## src/include/shph_pkg.sv

```systemverilog
// shared constants and types of the host serial port
package shph_pkg;
    localparam int CLK_HZ          = 20_000_000;
    // inter-command timeout, least time, so rounded up
    localparam int SEQ_TIMEOUT_US  = 100;
    localparam int SEQ_TIMEOUT_CYC = (SEQ_TIMEOUT_US * CLK_HZ + 999_999) / 1_000_000;
    localparam logic [11:0] TO_LAST = 12'(SEQ_TIMEOUT_CYC - 1);

    // chain bit clock rates
    localparam int CHAIN_FAST_HZ = 1_000_000;
    localparam int CHAIN_MID_HZ  = 500_000;
    localparam int CHAIN_SLOW_HZ = 333_000;
    localparam logic [7:0] DIV_FAST = 8'(CLK_HZ / CHAIN_FAST_HZ);
    localparam logic [7:0] DIV_MID  = 8'(CLK_HZ / CHAIN_MID_HZ);
    localparam logic [7:0] DIV_SLOW = 8'(CLK_HZ / CHAIN_SLOW_HZ);

    // packet reset after this many idle chain bit periods
    localparam int PKT_IDLE_TICKS = 3;
    localparam logic [1:0] PKT_IDLE = 2'(PKT_IDLE_TICKS);

    localparam int BYTE_BITS = 8;
    localparam logic [2:0] LAST_BIT = 3'(BYTE_BITS - 1);
    localparam logic [7:0] TX_FILL  = 8'h00;
    localparam int TX_DEPTH = 2;

    typedef enum logic [1:0] {
        ST_IDLE     = 2'b00,
        ST_DRIVE    = 2'b01,
        ST_RELEASED = 2'b10
    } shph_state_e;

    typedef struct packed {
        logic cs_n;
        logic sclk;
        logic din;
        logic sel1;
        logic sel0;
    } shph_pins_s;
endpackage

```

## src/design/shph_fifo.sv

```systemverilog
// small valid/ready buffer for response bytes
`timescale 1ns/10ps
`default_nettype none
module shph_fifo #(
    parameter int W     = 8,
    parameter int DEPTH = 2
) (
    // clock and reset
    input  wire logic         clk_i,
    input  wire logic         reset_i,
    input  wire logic         flush_i,
    // fill side
    input  wire logic [W-1:0] in_data_i,
    input  wire logic         in_valid_i,
    output logic              in_ready_o,
    // drain side
    output logic [W-1:0]      out_data_o,
    output logic              out_valid_o,
    input  wire logic         out_ready_i
);
    localparam int AW = (DEPTH > 1) ? $clog2(DEPTH) : 1;
    localparam int CW = $clog2(DEPTH + 1);

    logic [W-1:0]  mem_reg [DEPTH];
    logic [AW-1:0] wr_ptr_reg;
    logic [AW-1:0] rd_ptr_reg;
    logic [CW-1:0] cnt_reg;

    wire push = in_valid_i & in_ready_o;
    wire pop  = out_valid_o & out_ready_i;

    assign in_ready_o  = (cnt_reg != CW'(DEPTH));
    assign out_valid_o = (cnt_reg != '0);
    assign out_data_o  = mem_reg[rd_ptr_reg];

    function automatic logic [AW-1:0] inc(input logic [AW-1:0] p);
        inc = (p == AW'(DEPTH - 1)) ? '0 : p + 1'b1;
    endfunction

    always_ff @(posedge clk_i) begin
        if (push) begin
            mem_reg[wr_ptr_reg] <= in_data_i;
        end
    end

    always_ff @(posedge clk_i) begin
        if (reset_i || flush_i) begin
            wr_ptr_reg <= '0;
            rd_ptr_reg <= '0;
            cnt_reg    <= '0;
        end else begin
            if (push) begin
                wr_ptr_reg <= inc(wr_ptr_reg);
            end
            if (pop) begin
                rd_ptr_reg <= inc(rd_ptr_reg);
            end
            cnt_reg <= cnt_reg + CW'(push) - CW'(pop);
        end
    end
endmodule
`default_nettype wire

```

## src/design/shph_port.sv

```systemverilog
// host serial port with response pacing, timeout and chain rate divider
`timescale 1ns/10ps
`default_nettype none
module shph_port #(
    parameter int TX_DEPTH = shph_pkg::TX_DEPTH
) (
    // clock and reset
    input  wire logic       clk_i,
    input  wire logic       reset_i,
    // serial pins
    input  wire logic       spi_cs_n_i,
    input  wire logic       spi_sclk_i,
    input  wire logic       spi_din_i,
    output logic            spi_dout_o,
    output logic            spi_dout_oe_o,
    output logic            response_pending_n_o,
    // strap pins
    input  wire logic       link_rate_sel0_i,
    input  wire logic       link_rate_sel1_i,
    // mode
    input  wire logic       block_mode_i,
    // response bytes
    input  wire logic [7:0] tx_data_i,
    input  wire logic       tx_valid_i,
    output logic            tx_ready_o,
    // received bytes
    output logic [7:0]      rx_data_o,
    output logic            rx_valid_o,
    output logic            seq_timeout_o,
    // chain side
    input  wire logic       chain_activity_i,
    output logic            chain_bit_tick_o,
    output logic            chain_packet_reset_o
);
    shph_pkg::shph_pins_s sync1_reg;
    shph_pkg::shph_pins_s sync2_reg;
    shph_pkg::shph_pins_s pins_w;
    shph_pkg::shph_state_e state_reg;
    shph_pkg::shph_state_e state_next;

    logic       sclk_hist_reg;
    logic       din_hist_reg;
    logic       sclk_filt_reg;
    logic       din_filt_reg;
    logic       sclk_prev_reg;
    logic       cs_prev_reg;
    logic [2:0] rise_cnt_reg;
    logic [2:0] fall_cnt_reg;
    logic [6:0] rx_shift_reg;
    logic [7:0] tx_shift_reg;
    logic [7:0] rx_data_reg;
    logic       rx_valid_reg;
    logic       pend_reg;
    logic       pend_next;
    logic       seq_reg;
    logic [11:0] to_cnt_reg;
    logic [7:0] div_cnt_reg;
    logic       tick_reg;
    logic [1:0] idle_cnt_reg;
    logic       pkt_rst_reg;
    logic [7:0] fifo_data;
    logic       fifo_valid;

    assign pins_w = '{cs_n: spi_cs_n_i, sclk: spi_sclk_i, din: spi_din_i,
                      sel1: link_rate_sel1_i, sel0: link_rate_sel0_i};

    // edge and event decode
    wire cs_high    = sync2_reg.cs_n;
    wire cs_fall    = ~sync2_reg.cs_n & cs_prev_reg;
    wire cs_rise    = sync2_reg.cs_n & ~cs_prev_reg;
    wire sclk_rise  = sclk_filt_reg & ~sclk_prev_reg;
    wire sclk_fall  = ~sclk_filt_reg & sclk_prev_reg;
    wire active     = ~cs_high & ~cs_fall;
    wire byte_rx    = active & sclk_rise & (rise_cnt_reg == shph_pkg::LAST_BIT);
    wire byte_end   = active & sclk_fall & (fall_cnt_reg == shph_pkg::LAST_BIT)
                      & (state_reg == shph_pkg::ST_DRIVE);
    wire chain_next = block_mode_i & fifo_valid;
    wire tx_pop     = fifo_valid & (cs_fall | (byte_end & block_mode_i));
    wire to_hit     = seq_reg & cs_high & (to_cnt_reg == shph_pkg::TO_LAST);
    wire [1:0] sel_code = {sync2_reg.sel1, sync2_reg.sel0};
    // 2'b01 is not a listed strap setting; it falls back to the fastest rate
    wire [7:0] div_sel = (sel_code == 2'b10) ? shph_pkg::DIV_MID :
                         (sel_code == 2'b00) ? shph_pkg::DIV_SLOW : shph_pkg::DIV_FAST;

    // two-flop synchronisers on every pin
    always_ff @(posedge clk_i) begin
        if (reset_i) begin
            sync1_reg <= '{cs_n: 1'b1, default: 1'b0};
            sync2_reg <= '{cs_n: 1'b1, default: 1'b0};
        end else begin
            sync1_reg <= pins_w;
            sync2_reg <= sync1_reg;
        end
    end

    // a level must hold two samples to pass, so single-cycle spikes are dropped
    always_ff @(posedge clk_i) begin
        if (reset_i) begin
            sclk_hist_reg <= 1'b0;
            din_hist_reg  <= 1'b0;
            sclk_filt_reg <= 1'b0;
            din_filt_reg  <= 1'b0;
            sclk_prev_reg <= 1'b0;
            cs_prev_reg   <= 1'b1;
        end else begin
            sclk_hist_reg <= sync2_reg.sclk;
            din_hist_reg  <= sync2_reg.din;
            if (sync2_reg.sclk == sclk_hist_reg) begin
                sclk_filt_reg <= sclk_hist_reg;
            end
            if (sync2_reg.din == din_hist_reg) begin
                din_filt_reg <= din_hist_reg;
            end
            sclk_prev_reg <= sclk_filt_reg;
            cs_prev_reg   <= sync2_reg.cs_n;
        end
    end

    // receive shifter
    always_ff @(posedge clk_i) begin
        if (reset_i || cs_fall) begin
            rise_cnt_reg <= 3'h0;
            rx_valid_reg <= 1'b0;
        end else begin
            rx_valid_reg <= byte_rx;
            if (active && sclk_rise) begin
                rise_cnt_reg <= rise_cnt_reg + 3'h1;
                rx_shift_reg <= {rx_shift_reg[5:0], din_filt_reg};
            end
            if (byte_rx) begin
                rx_data_reg <= {rx_shift_reg, din_filt_reg};
            end
        end
    end

    // transmit shifter, msb leads
    always_ff @(posedge clk_i) begin
        if (reset_i) begin
            fall_cnt_reg <= 3'h0;
            tx_shift_reg <= shph_pkg::TX_FILL;
        end else if (cs_fall) begin
            fall_cnt_reg <= 3'h0;
            tx_shift_reg <= fifo_valid ? fifo_data : shph_pkg::TX_FILL;
        end else if (active && sclk_fall) begin
            fall_cnt_reg <= fall_cnt_reg + 3'h1;
            if (byte_end && chain_next) begin
                tx_shift_reg <= fifo_data;
            end else begin
                tx_shift_reg <= {tx_shift_reg[6:0], 1'b0};
            end
        end
    end

    // output driver state
    always_comb begin
        state_next = state_reg;
        case (state_reg)
            shph_pkg::ST_IDLE: begin
                if (cs_fall) begin
                    state_next = shph_pkg::ST_DRIVE;
                end
            end
            shph_pkg::ST_DRIVE: begin
                if (cs_high) begin
                    state_next = shph_pkg::ST_IDLE;
                end else if (byte_end && !chain_next) begin
                    state_next = shph_pkg::ST_RELEASED;
                end
            end
            shph_pkg::ST_RELEASED: begin
                if (cs_high) begin
                    state_next = shph_pkg::ST_IDLE;
                end
            end
            default: begin
                state_next = shph_pkg::ST_IDLE;
            end
        endcase
    end

    always_ff @(posedge clk_i) begin
        if (reset_i) begin
            state_reg <= shph_pkg::ST_IDLE;
        end else begin
            state_reg <= state_next;
        end
    end

    // ready line: abort first, then set while idle, then clears
    always_comb begin
        pend_next = pend_reg;
        if (to_hit || !seq_reg) begin
            pend_next = 1'b0;
        end else if (cs_high && fifo_valid) begin
            pend_next = 1'b1;
        end else if (cs_fall && !block_mode_i) begin
            pend_next = 1'b0;
        end else if (byte_end && block_mode_i && !fifo_valid) begin
            pend_next = 1'b0;
        end
    end

    // sequence tracking and inter-command timeout
    always_ff @(posedge clk_i) begin
        if (reset_i) begin
            pend_reg   <= 1'b0;
            seq_reg    <= 1'b0;
            to_cnt_reg <= 12'h000;
        end else begin
            pend_reg <= pend_next;
            if (cs_fall) begin
                seq_reg <= 1'b1;
            end else if (to_hit) begin
                seq_reg <= 1'b0;
            end
            if (!cs_high || !seq_reg) begin
                to_cnt_reg <= 12'h000;
            end else begin
                to_cnt_reg <= to_cnt_reg + 12'h001;
            end
        end
    end

    // chain bit clock divider and idle packet reset
    always_ff @(posedge clk_i) begin
        if (reset_i) begin
            div_cnt_reg  <= 8'h00;
            tick_reg     <= 1'b0;
            idle_cnt_reg <= 2'h0;
            pkt_rst_reg  <= 1'b0;
        end else begin
            tick_reg    <= (div_cnt_reg == 8'h00);
            div_cnt_reg <= (div_cnt_reg == 8'h00) ? div_sel - 8'h01 : div_cnt_reg - 8'h01;
            pkt_rst_reg <= 1'b0;
            if (chain_activity_i) begin
                idle_cnt_reg <= 2'h0;
            end else if (tick_reg && idle_cnt_reg != shph_pkg::PKT_IDLE) begin
                idle_cnt_reg <= idle_cnt_reg + 2'h1;
                pkt_rst_reg  <= (idle_cnt_reg == shph_pkg::PKT_IDLE - 2'h1);
            end
        end
    end

    // response bytes; a timeout throws away what was queued for the dead sequence
    shph_fifo #(
        .W     (8),
        .DEPTH (TX_DEPTH)
    ) u_tx_fifo (
        .clk_i       (clk_i),
        .reset_i     (reset_i),
        .flush_i     (to_hit),
        .in_data_i   (tx_data_i),
        .in_valid_i  (tx_valid_i),
        .in_ready_o  (tx_ready_o),
        .out_data_o  (fifo_data),
        .out_valid_o (fifo_valid),
        .out_ready_i (tx_pop)
    );

    assign spi_dout_o           = tx_shift_reg[7];
    assign spi_dout_oe_o        = (state_reg == shph_pkg::ST_DRIVE);
    assign response_pending_n_o = ~pend_reg;
    assign rx_data_o            = rx_data_reg;
    assign rx_valid_o           = rx_valid_reg;
    assign seq_timeout_o        = to_hit;
    assign chain_bit_tick_o     = tick_reg;
    assign chain_packet_reset_o = pkt_rst_reg;
endmodule
`default_nettype wire

```

## config.mk

```make
export PLATFORM = sky130hd
export DESIGN_NAME = shph_port
export DESIGN_NICKNAME = d
export VERILOG_FILES = /design/src/include/shph_pkg.sv /design/src/design/shph_fifo.sv /design/src/design/shph_port.sv
export SDC_FILE = /design/constraint.sdc
export NUM_CORES = 1
export LEC_CHECK = 0
export BUFFER_PORTS_ARGS = -buffer_cell sky130_fd_sc_hd__buf_4
export CAP_MARGIN = 20
export CORE_MARGIN = 5
export CORE_UTILIZATION = 40
export DETAILED_ROUTE_END_ITERATION = 7
export GPL_ROUTABILITY_DRIVEN = 0
export PLACE_DENSITY = 0.6
export SYNTH_ARGS = -nofsm -noshare
export SYNTH_HDL_FRONTEND = slang
export SYNTH_SLANG_ARGS = --single-unit
```

## constraint.sdc

```tcl
create_clock -name clk_i -period 2.7 [get_ports clk_i]
set_input_delay 0.81 -clock clk_i [delete_from_list [all_inputs] [get_ports clk_i]]
set_output_delay 0.81 -clock clk_i [all_outputs]
set_load 0.05 [all_outputs]
```

# Yosys cells after proc, flatten, opt, wreduce, memory -nomap -nowiden
# Memories as Yosys holds them, arrays and structs flattened. A register that Yosys moved wholly into a read port is not among the register bits.
# Cells that the tools add are included.
# word_totals
input_bits	18
register_bits	78
ramBits	16
memories	1
word_cells	138
# mem_list
name	depth	word_bits	rd	rd_clocked_by_memory_dff	write_ports	line	source
u_tx_fifo.mem_reg	2	8	1	1	1	shph_fifo.sv:24	logic [W-1:0] mem_reg [DEPTH];
# op_classes
n_eq_ne	14
n_bitwise	24
n_reduce_logical	33
addsub	10
muxes	23
# ops
op	n
$mux W8	5
$and A1 B1 Y1	16
$add A12 B1 Y12 const B	1
$eq A12 B11 Y1 const B	1
$mux W6	2
$mux W1	11
$logic_and A1 B1 Y1	9
$logic_not A8 Y1	1
$mux W2	4
$ne A2 B2 Y1 const B	4
$reduce_or A2 Y1	4
$sub A8 B1 Y8 const B	1
$not A1 Y1	7
$sub A6 B1 Y7 const B	1
$add A3 B1 Y3 const B	2
$eq A2 B2 Y1 const B	3
$eq A3 B3 Y1 const B	2
$pmux W2 S3	1
$reduce_bool A2 Y1	3
$logic_not A1 Y1	5
$logic_not A2 Y1	2
$logic_or A1 B1 Y1	4
$reduce_and A2 Y1	2
$ne A3 B1 Y1 const B	1
10 further kinds	12

# Longest topological paths before layout
# Gate-level depths: netlist of the first run.
# depth
depth_word	13
ltp_mapped	11
mapped_depth_nobuf	11

# Cells and area by module
# A second synthesis of the first run with hierarchy kept.
# hier_totals
cells_unflattened	333
hier_area_um2	3769.9
# modules_own_cells
mod	cells_per_inst	area_per_inst_um2	instances	seq_area_each_um2
shph_port	278	2930.3	1	1631.6
shph_fifo	55	839.6	1	580.6

# Least setup slack after synthesis of the first run
# No wires, ideal clock.
# synth_path
kind	register to output
startpoint	register to_cnt_reg[0]
endpoint	output port seq_timeout_o
slack_ns	0.021
stages_incl_launch_ff	5
t_required_ns	1.890
path_buffers	0
t_arrival_ns	1.869
cell_sequence	dfxtp_1 -> ha_1 -> nand3_1 -> or4_1 -> nor2_1
# synth_via
elab_chain_len	2
# synth_rtl
element	line	source
from (decl)	shph_port.sv:56	logic [11:0] to_cnt_reg;
from (signal assigned)	shph_port.sv:219	to_cnt_reg <= to_cnt_reg + 12'h001;
$eq A12 B11 Y1	shph_port.sv:79	wire to_hit = seq_reg & cs_high & (to_cnt_reg == shph_pkg::TO_LAST);
$and A1 B1 Y1	shph_port.sv:79	
to (decl)	shph_port.sv:29	output logic seq_timeout_o,
# No other way between the ends.

# Worst setup path in the final report of the first run
# layout_path
startpoint	register to_cnt_reg[1]
endpoint	output port seq_timeout_o
# The elaborated chain is that of the path after synthesis.

==> results of run 1 <==
-- metal layers --
layer,up-vias,global-route usage (%),routed length (um),part of all wire [%]
li1,1171,-,-,-
met1,1073,14.6,2830,48
met2,33,18.0,2750,47
met3,10,3.00,190,3.2
met4,0,6.01,120,2.0
met5,-,0,0,0
-- cells in the mapped netlist (7+ instances only) --
| master | count |
|---|---|
| a21oi_1 | 14 |
| a22o_1 | 7 |
| dfxtp_1 | 64 |
| edfxtp_1 | 31 |
| ha_1 | 11 |
| inv_1 | 16 |
| mux2_2 | 11 |
| nand2_1 | 17 |
| nor2_1 | 35 |
| nor2b_1 | 16 |
| nor3_1 | 8 |
| xnor2_1 | 14 |
| xor2_1 | 7 |
-- cell families (layout without fill, tap and decap cells) --
| family | after synthesis | in the layout | share of synthesized area, % |
|---|---|---|---|
| buffers and inverters | 23 | 71 | 2.57 |
| muxes | 17 | 17 | 5.17 |
| AOI/OAI and AO/OA | 37 | 37 | 7.16 |
| and+or+nand+nor | 110 | 110 | 15.8 |
| xor gates and xnor gates | 21 | 21 | 5.03 |
| adders and majority gates | 11 | 11 | 3.77 |
| DFF | 95 | 95 | 60.5 |
-- through the flow --
stage / hold WS [ps] / total power [mW] / util (%) / cells / area [sq um]
after floorplan: 389 / 2.03 / - / 314 / 3650
after global placement: 406 / 2.13 / 46.0 / 454 / 4050
after detailed placement: 406 / 2.14 / 46.0 / 454 / 4050
after CTS: 426 / 3.13 / 48.4 / 470 / 4260
after global routing: 440 / 3.27 / 48.5 / 470 / 4270
final: 425 / 3.08 / 48.5 / 470 / 4270
-- repair_timing --
| item | 4_1_cts | 5_1_grt |
|---|---|---|
| hold buffers | 0 | 0 |
| gates cloned | 0 | 0 |
| setup endpoints to repair | 1 | 1 |
| gates resized for setup | 2 | 3 |
-- layout make-up --
type,instances,area share (%)
multi-input combinational,196,31.8
clock inverter,4,1.67
clock buffer,12,3.17
tap,108,3.17
sequential,95,51.8
inverter,16,1.41
timing repair buffer,39,6.95
-- power by group through the flow --
stage,Clock (mW),Sequential (mW),Combinational [mW]
3_3_place_gp,0,1.68,0.450
5_1_grt,1.08,1.67,0.518
6_report,0.974,1.65,0.452
4_1_cts,1.01,1.65,0.460
3_5_place_dp,0,1.69,0.456
2_1_floorplan,0,1.68,0.346
-- path summary, 6_finish.rpt --
kind,from,to,slack (ps),cells after the start
worst max-delay path,to_cnt_reg[1]$_SDFF_PP0_,seq_timeout_o,90,5
worst min-delay path,rx_shift_reg[6]$_DFFE_PP_,rx_data_o[7]$_DFFE_PP_,420,0
worst max register to register,fall_cnt_reg[0]$_SDFFE_PN0P_,u_tx_fifo.cnt_reg[1]$_SDFF_PP0_,440,11
worst min register to register,rx_shift_reg[6]$_DFFE_PP_,rx_data_o[7]$_DFFE_PP_,420,0
==> impl_metrics.py, run 1 <==
metrics = {
    "critical_path": {
        "start_kind": "flop",
        "worst-path-buf-inv": 1,
        "cp.required_ps": 1890,
        "worst_setup_path_end_kind": "output pin",
        "cpPeakStageDelay_ps": 510,
        "arrival_ps": 1800,
        "path_class": "flop to output pin",
        "cp_top_family": "simple AND/OR/NAND/NOR gates",
        "path_cells": "ha_2, nand3_1, or4_4, nor2_2, buf_6",
        "critPathMaxFanout": 3,
        "crit_slowest_cell": "or4_4",
    },
    "clock_tree": {
        "clockRootBuffer": "clkbuf_8",
        "h-tree-depth": 3,
        "postCtsSetupBuffers": 0,
        "clock-sinks": 95,
        "cts_made_buffers": 9,
        "cts_tree": "yes",
        "clk_latency_ps": 350,
        "path_clk_slew_ps": 90,
        "clk_path_buf_depth": 2,
    },
    "die": {
        "fp.dieArea_sq_mm": 0.0111,
        "core-area_sq_mm": 0.00881,
        "fp-row-count": 34,
        "die_width_um": 106,
        "initial_core_util_pct": 41.5,
        "ioPinCount": 34,
        "chipHeight_um": 106,
    },
    "power": {
        "power_switching_mw": 0.776,
        "clock_power_share_pct": 31.6,
        "p_int_mw": 2.30,
        "leakagePower_nw": 1.61,
        "power_density_mw_per_mm2": 721,
        "pwr-share-seq_pct": 53.7,
        "ir_worst_vdd_mv": 0.267,
        "swShare_pct": 25.2,
        "pwr-share-comb_pct": 14.7,
    },
    "detailed_routing": {
        "drt-wirelength-per-cell_um": 12.5,
        "drtAntennaViolNets": 0,
        "vias": 2287,
        "vias_per_cell": 4.87,
        "drt-total-wl_um": 5890,
        "dr.pass1.iters": 4,
        "drc": 0,
        "drtIter0Drc": 103,
    },
    "final_layout": {
        "num-nets-final": 386,
        "n_antenna_cell": 0,
        "drive_above_1_share_pct": 20.2,
        "fillCellCount": 803,
        "final_cell_mix": "dfxtp_1, buf_4, nor2_1",
        "syn2layout_area_growth_pct": 16.8,
        "largest_reg_flops": 16,
        "multi_input_area_sq_mm": 0.00136,
        "ff_latch_area_sq_mm": 0.00221,
        "layout_commonest_cell": "dfxtp_1",
    },
    "global_routing": {
        "grt_use_total_pct": 11.5,
        "grt_pass1_wl_um": 10300,
        "antenna_found_initial": 0,
        "overflow": 0,
        "grt_max_degree": 37,
        "grt_pass1_vias": 2254,
    },
    "synthesis": {
        "syn_area_sq_mm": 0.00365,
        "ys_ff_latch": 95,
        "synth-main-ff-cell": "dfxtp_1",
        "synth_seq_area_share_pct": 60.5,
        "synth_cells": 314,
        "ys.warnings.count": 0,
        "synth_edf_count": 31,
        "syn_nets": 343,
        "syn_avg_cell_area_sq_um": 11.6,
        "yosys.area.top_type_share_pct": 35.1,
        "async_flop_share_pct": 0,
        "synth_cell_types": 42,
        "ys_top_cells_by_area": "dfxtp_1, edfxtp_1, ha_1",
        "synth_top_area_cell": "dfxtp_1",
    },
    "timing": {
        "max_freq_mhz": 384,
        "worst_clock_skew_ps": 13.2,
        "relSlewSlack_pct": 64.7,
        "finalCritPeriodShare_pct": 96.5,
        "setup_viol": 0,
        "worst_pin_slew_ps": 528,
        "slew_viol_final": 0,
        "hold_viol_final": 0,
        "fin_tns_setup_ps": 0,
        "setup_slack_ps": 94.7,
        "post-route-min-period_ps": 2610,
    },
    "job": {
        "cap_violations": 0,
    },
    "status": {
        "status": "complete, no violations",
    },
    "placement": {
        "hpwl_um": 4100,
        "pre_cts_slack_ps": 360,
        "portBuffers": 33,
    },
    "hold_path": {
        "hold_class": "flop to flop",
    },
}
(Power assumes the default switching activity.)
==> run 2, diff against run 1 <==
--- a/config.mk
+++ b/config.mk
@@ -6,4 +6,5 @@
 export NUM_CORES = 1
 export LEC_CHECK = 0
+export ABC_CLOCK_PERIOD_IN_PS = 2700
 export BUFFER_PORTS_ARGS = -buffer_cell sky130_fd_sc_hd__buf_4
 export CAP_MARGIN = 20
==> constraint.sdc (replaced) <==
create_clock -name clk_i -period 2.7 [get_ports clk_i]
set_input_delay 0.27 -clock clk_i [delete_from_list [all_inputs] [get_ports clk_i]]
set_output_delay 0.27 -clock clk_i [all_outputs]
set_load 0.05 [all_outputs]
==> run 2 against run 1 <==
Via count down 2.9%. Maximum frequency is 13% higher. Power is 4.4% lower. Routed wire length is 0.81% higher. Final cell count shrank 0.64%. Count of clock-buffer cells in the layout is 3 lower. Core utilization shrank 0.74 points. Critical path depth rose by 6. Die area unchanged. Non-clock buffer count decreased by 3. Setup slack better by 300 ps. Critical endpoint is now u_tx_fifo.cnt_reg[1]$_SDFF_PP0_. Largest power group unchanged.
==> impl_metrics.py, run 2 (synthesis gave the netlist of run 1 again) <==
metrics = {
    "status": {
        "status": "complete, no violations",
    },
    "global_routing": {
        "grt_use_total_pct": 11.1,
        "grt_max_degree": 37,
        "overflow": 0,
        "antenna_found_initial": 0,
        "grt_pass1_vias": 2244,
        "grt_pass1_wl_um": 9980,
    },
    "final_layout": {
        "syn2layout_area_growth_pct": 15.0,
        "n_antenna_cell": 0,
        "layoutNonFillerInstCount": 467,
        "ff_latch_area_sq_mm": 0.00221,
        "drive_above_1_share_pct": 19.2,
        "largest_reg_flops": 16,
        "layout_commonest_cell": "dfxtp_1",
        "fillCellCount": 807,
        "final_core_util_pct": 47.7,
        "num-nets-final": 383,
        "final_cell_mix": "dfxtp_1, buf_4, nor2_1",
        "multi_input_area_sq_mm": 0.00135,
    },
    "placement": {
        "dpl.cell_count": 451,
        "hpwl_um": 4080,
        "portBuffers": 33,
    },
    "timing": {
        "worst_pin_slew_ps": 689,
        "hold_viol_final": 0,
        "slew_viol_final": 0,
        "fin_tns_setup_ps": 0,
        "worst_clock_skew_ps": 14.9,
        "setup_viol": 0,
        "post-route-min-period_ps": 2300,
        "finalCritPeriodShare_pct": 85.3,
        "rsz0062_at_grt": "false",
        "max_freq_mhz": 434,
        "relSlewSlack_pct": 53.9,
    },
    "job": {
        "cap_violations": 0,
    },
    "critical_path": {
        "start_kind": "flop",
        "worst_path_most_repeated_cell": "ha_1",
        "reg2reg_depth": 11,
        "critPathMaxFanout": 4,
        "critical_path_depth": 11,
        "cp_top_family": "adder cells",
        "path_class": "flop to flop",
        "arrival_ps": 2530,
        "crit_slowest_cell": "dfxtp_1",
        "path_cells": "ha_1, ha_1, and3b_1, a31oi_1, nor2_1, ha_1, inv_1, ha_1, xor2_1, xnor2_1, nor2_1",
        "worst_setup_path_end_kind": "flop",
        "worst-path-buf-inv": 1,
        "cpPeakStageDelay_ps": 340,
        "cp.required_ps": 2930,
    },
    "die": {
        "ioPinCount": 34,
        "fp.dieArea_sq_mm": 0.0111,
        "initial_core_util_pct": 41.5,
        "die_width_um": 106,
        "chipHeight_um": 106,
        "fp-row-count": 34,
        "core-area_sq_mm": 0.00881,
    },
    "detailed_routing": {
        "drt-total-wl_um": 5940,
        "drt-wirelength-per-cell_um": 12.7,
        "drtIter0Drc": 77,
        "drtAntennaViolNets": 0,
        "vias": 2220,
        "vias_per_cell": 4.75,
        "drc": 0,
        "dr.pass1.iters": 4,
    },
    "hold_path": {
        "hold_class": "input pin to flop",
        "hold_path_depth": 1,
    },
    "power": {
        "ir_worst_vdd_mv": 0.307,
        "leakagePower_nw": 1.58,
        "power_density_mw_per_mm2": 700,
    },
    "clock_tree": {
        "cts_made_buffers": 9,
        "postCtsSetupBuffers": 0,
        "h-tree-depth": 3,
        "path_clk_slew_ps": 100,
        "cts.repair.resized": 0,
        "clock-sinks": 95,
        "clk_path_buf_depth": 2,
        "clockRootBuffer": "clkbuf_8",
        "hold_buffers": 0,
        "clk_latency_ps": 350,
        "cts_tree": "yes",
    },
}
## run 2: cell count changes in the layout (fill, tap and decap cells not counted), moves of 2 or more
cell       delta
inv_6         +3
buf_4         -2
bufinv_16     -2
clkbuf_1      -3
## run 2: worst paths after layout
check,start,to,slack (ps)
setup reg to reg,fall_cnt_reg[0]$_SDFFE_PN0P_,u_tx_fifo.cnt_reg[1]$_SDFF_PP0_,400
setup / recovery,fall_cnt_reg[0]$_SDFFE_PN0P_,u_tx_fifo.cnt_reg[1]$_SDFF_PP0_,400
hold reg to reg,rx_shift_reg[6]$_DFFE_PP_,rx_data_o[7]$_DFFE_PP_,430
hold / removal,tx_data_i[2],u_tx_fifo.mem_reg[1][2]$_DFFE_PP_,90
## run 2: worst register-to-register path: stages, from the launching register on
cell and delay (ps):
dfxtp_1 340, ha_1 200, ha_1 170, and3b_1 210, a31oi_1 310, nor2_1 80, ha_1 290, inv_1 60
ha_1 140, xor2_1 190, xnor2_1 140, nor2_1 50
## run 2: metrics by stage
stage               power (mW)  area [sq um]  hold WS, ps  setup WS (ps)
floorplan                 2.03          3650          347            410
global placement          2.13          4030          403            481
detailed placement        2.14          4030          417            406
CTS                       3.00          4200         69.9            368
global route              3.12          4200         68.5            221
finish                    2.94          4200         92.1            398
## run 2: cell type report
type / count / area share, %
clock buffers: 9 / 2.95
clock inverters: 7 / 1.28
inverters: 16 / 1.43
multi-input cells: 196 / 32.1
flip-flops and latches: 95 / 52.6
well taps: 108 / 3.21
repair buffers: 36 / 6.43
## run 2: metal layers
layer  vias up  GRT usage (%)  wire length (um)
met1      1022           13.9              2890
met5         -              0                 0
li1       1161              -                 -
met2        27           17.8              2780
met3        10           2.69               165
met4         0           5.55               100
## run 2: power by group
part	total, mW	switching (mW)	internal, mW
Combinational	0.444	0.251	0.193
Sequential	1.65	0.0713	1.58
Clock	0.845	0.502	0.343
Total	2.94	0.824	2.12
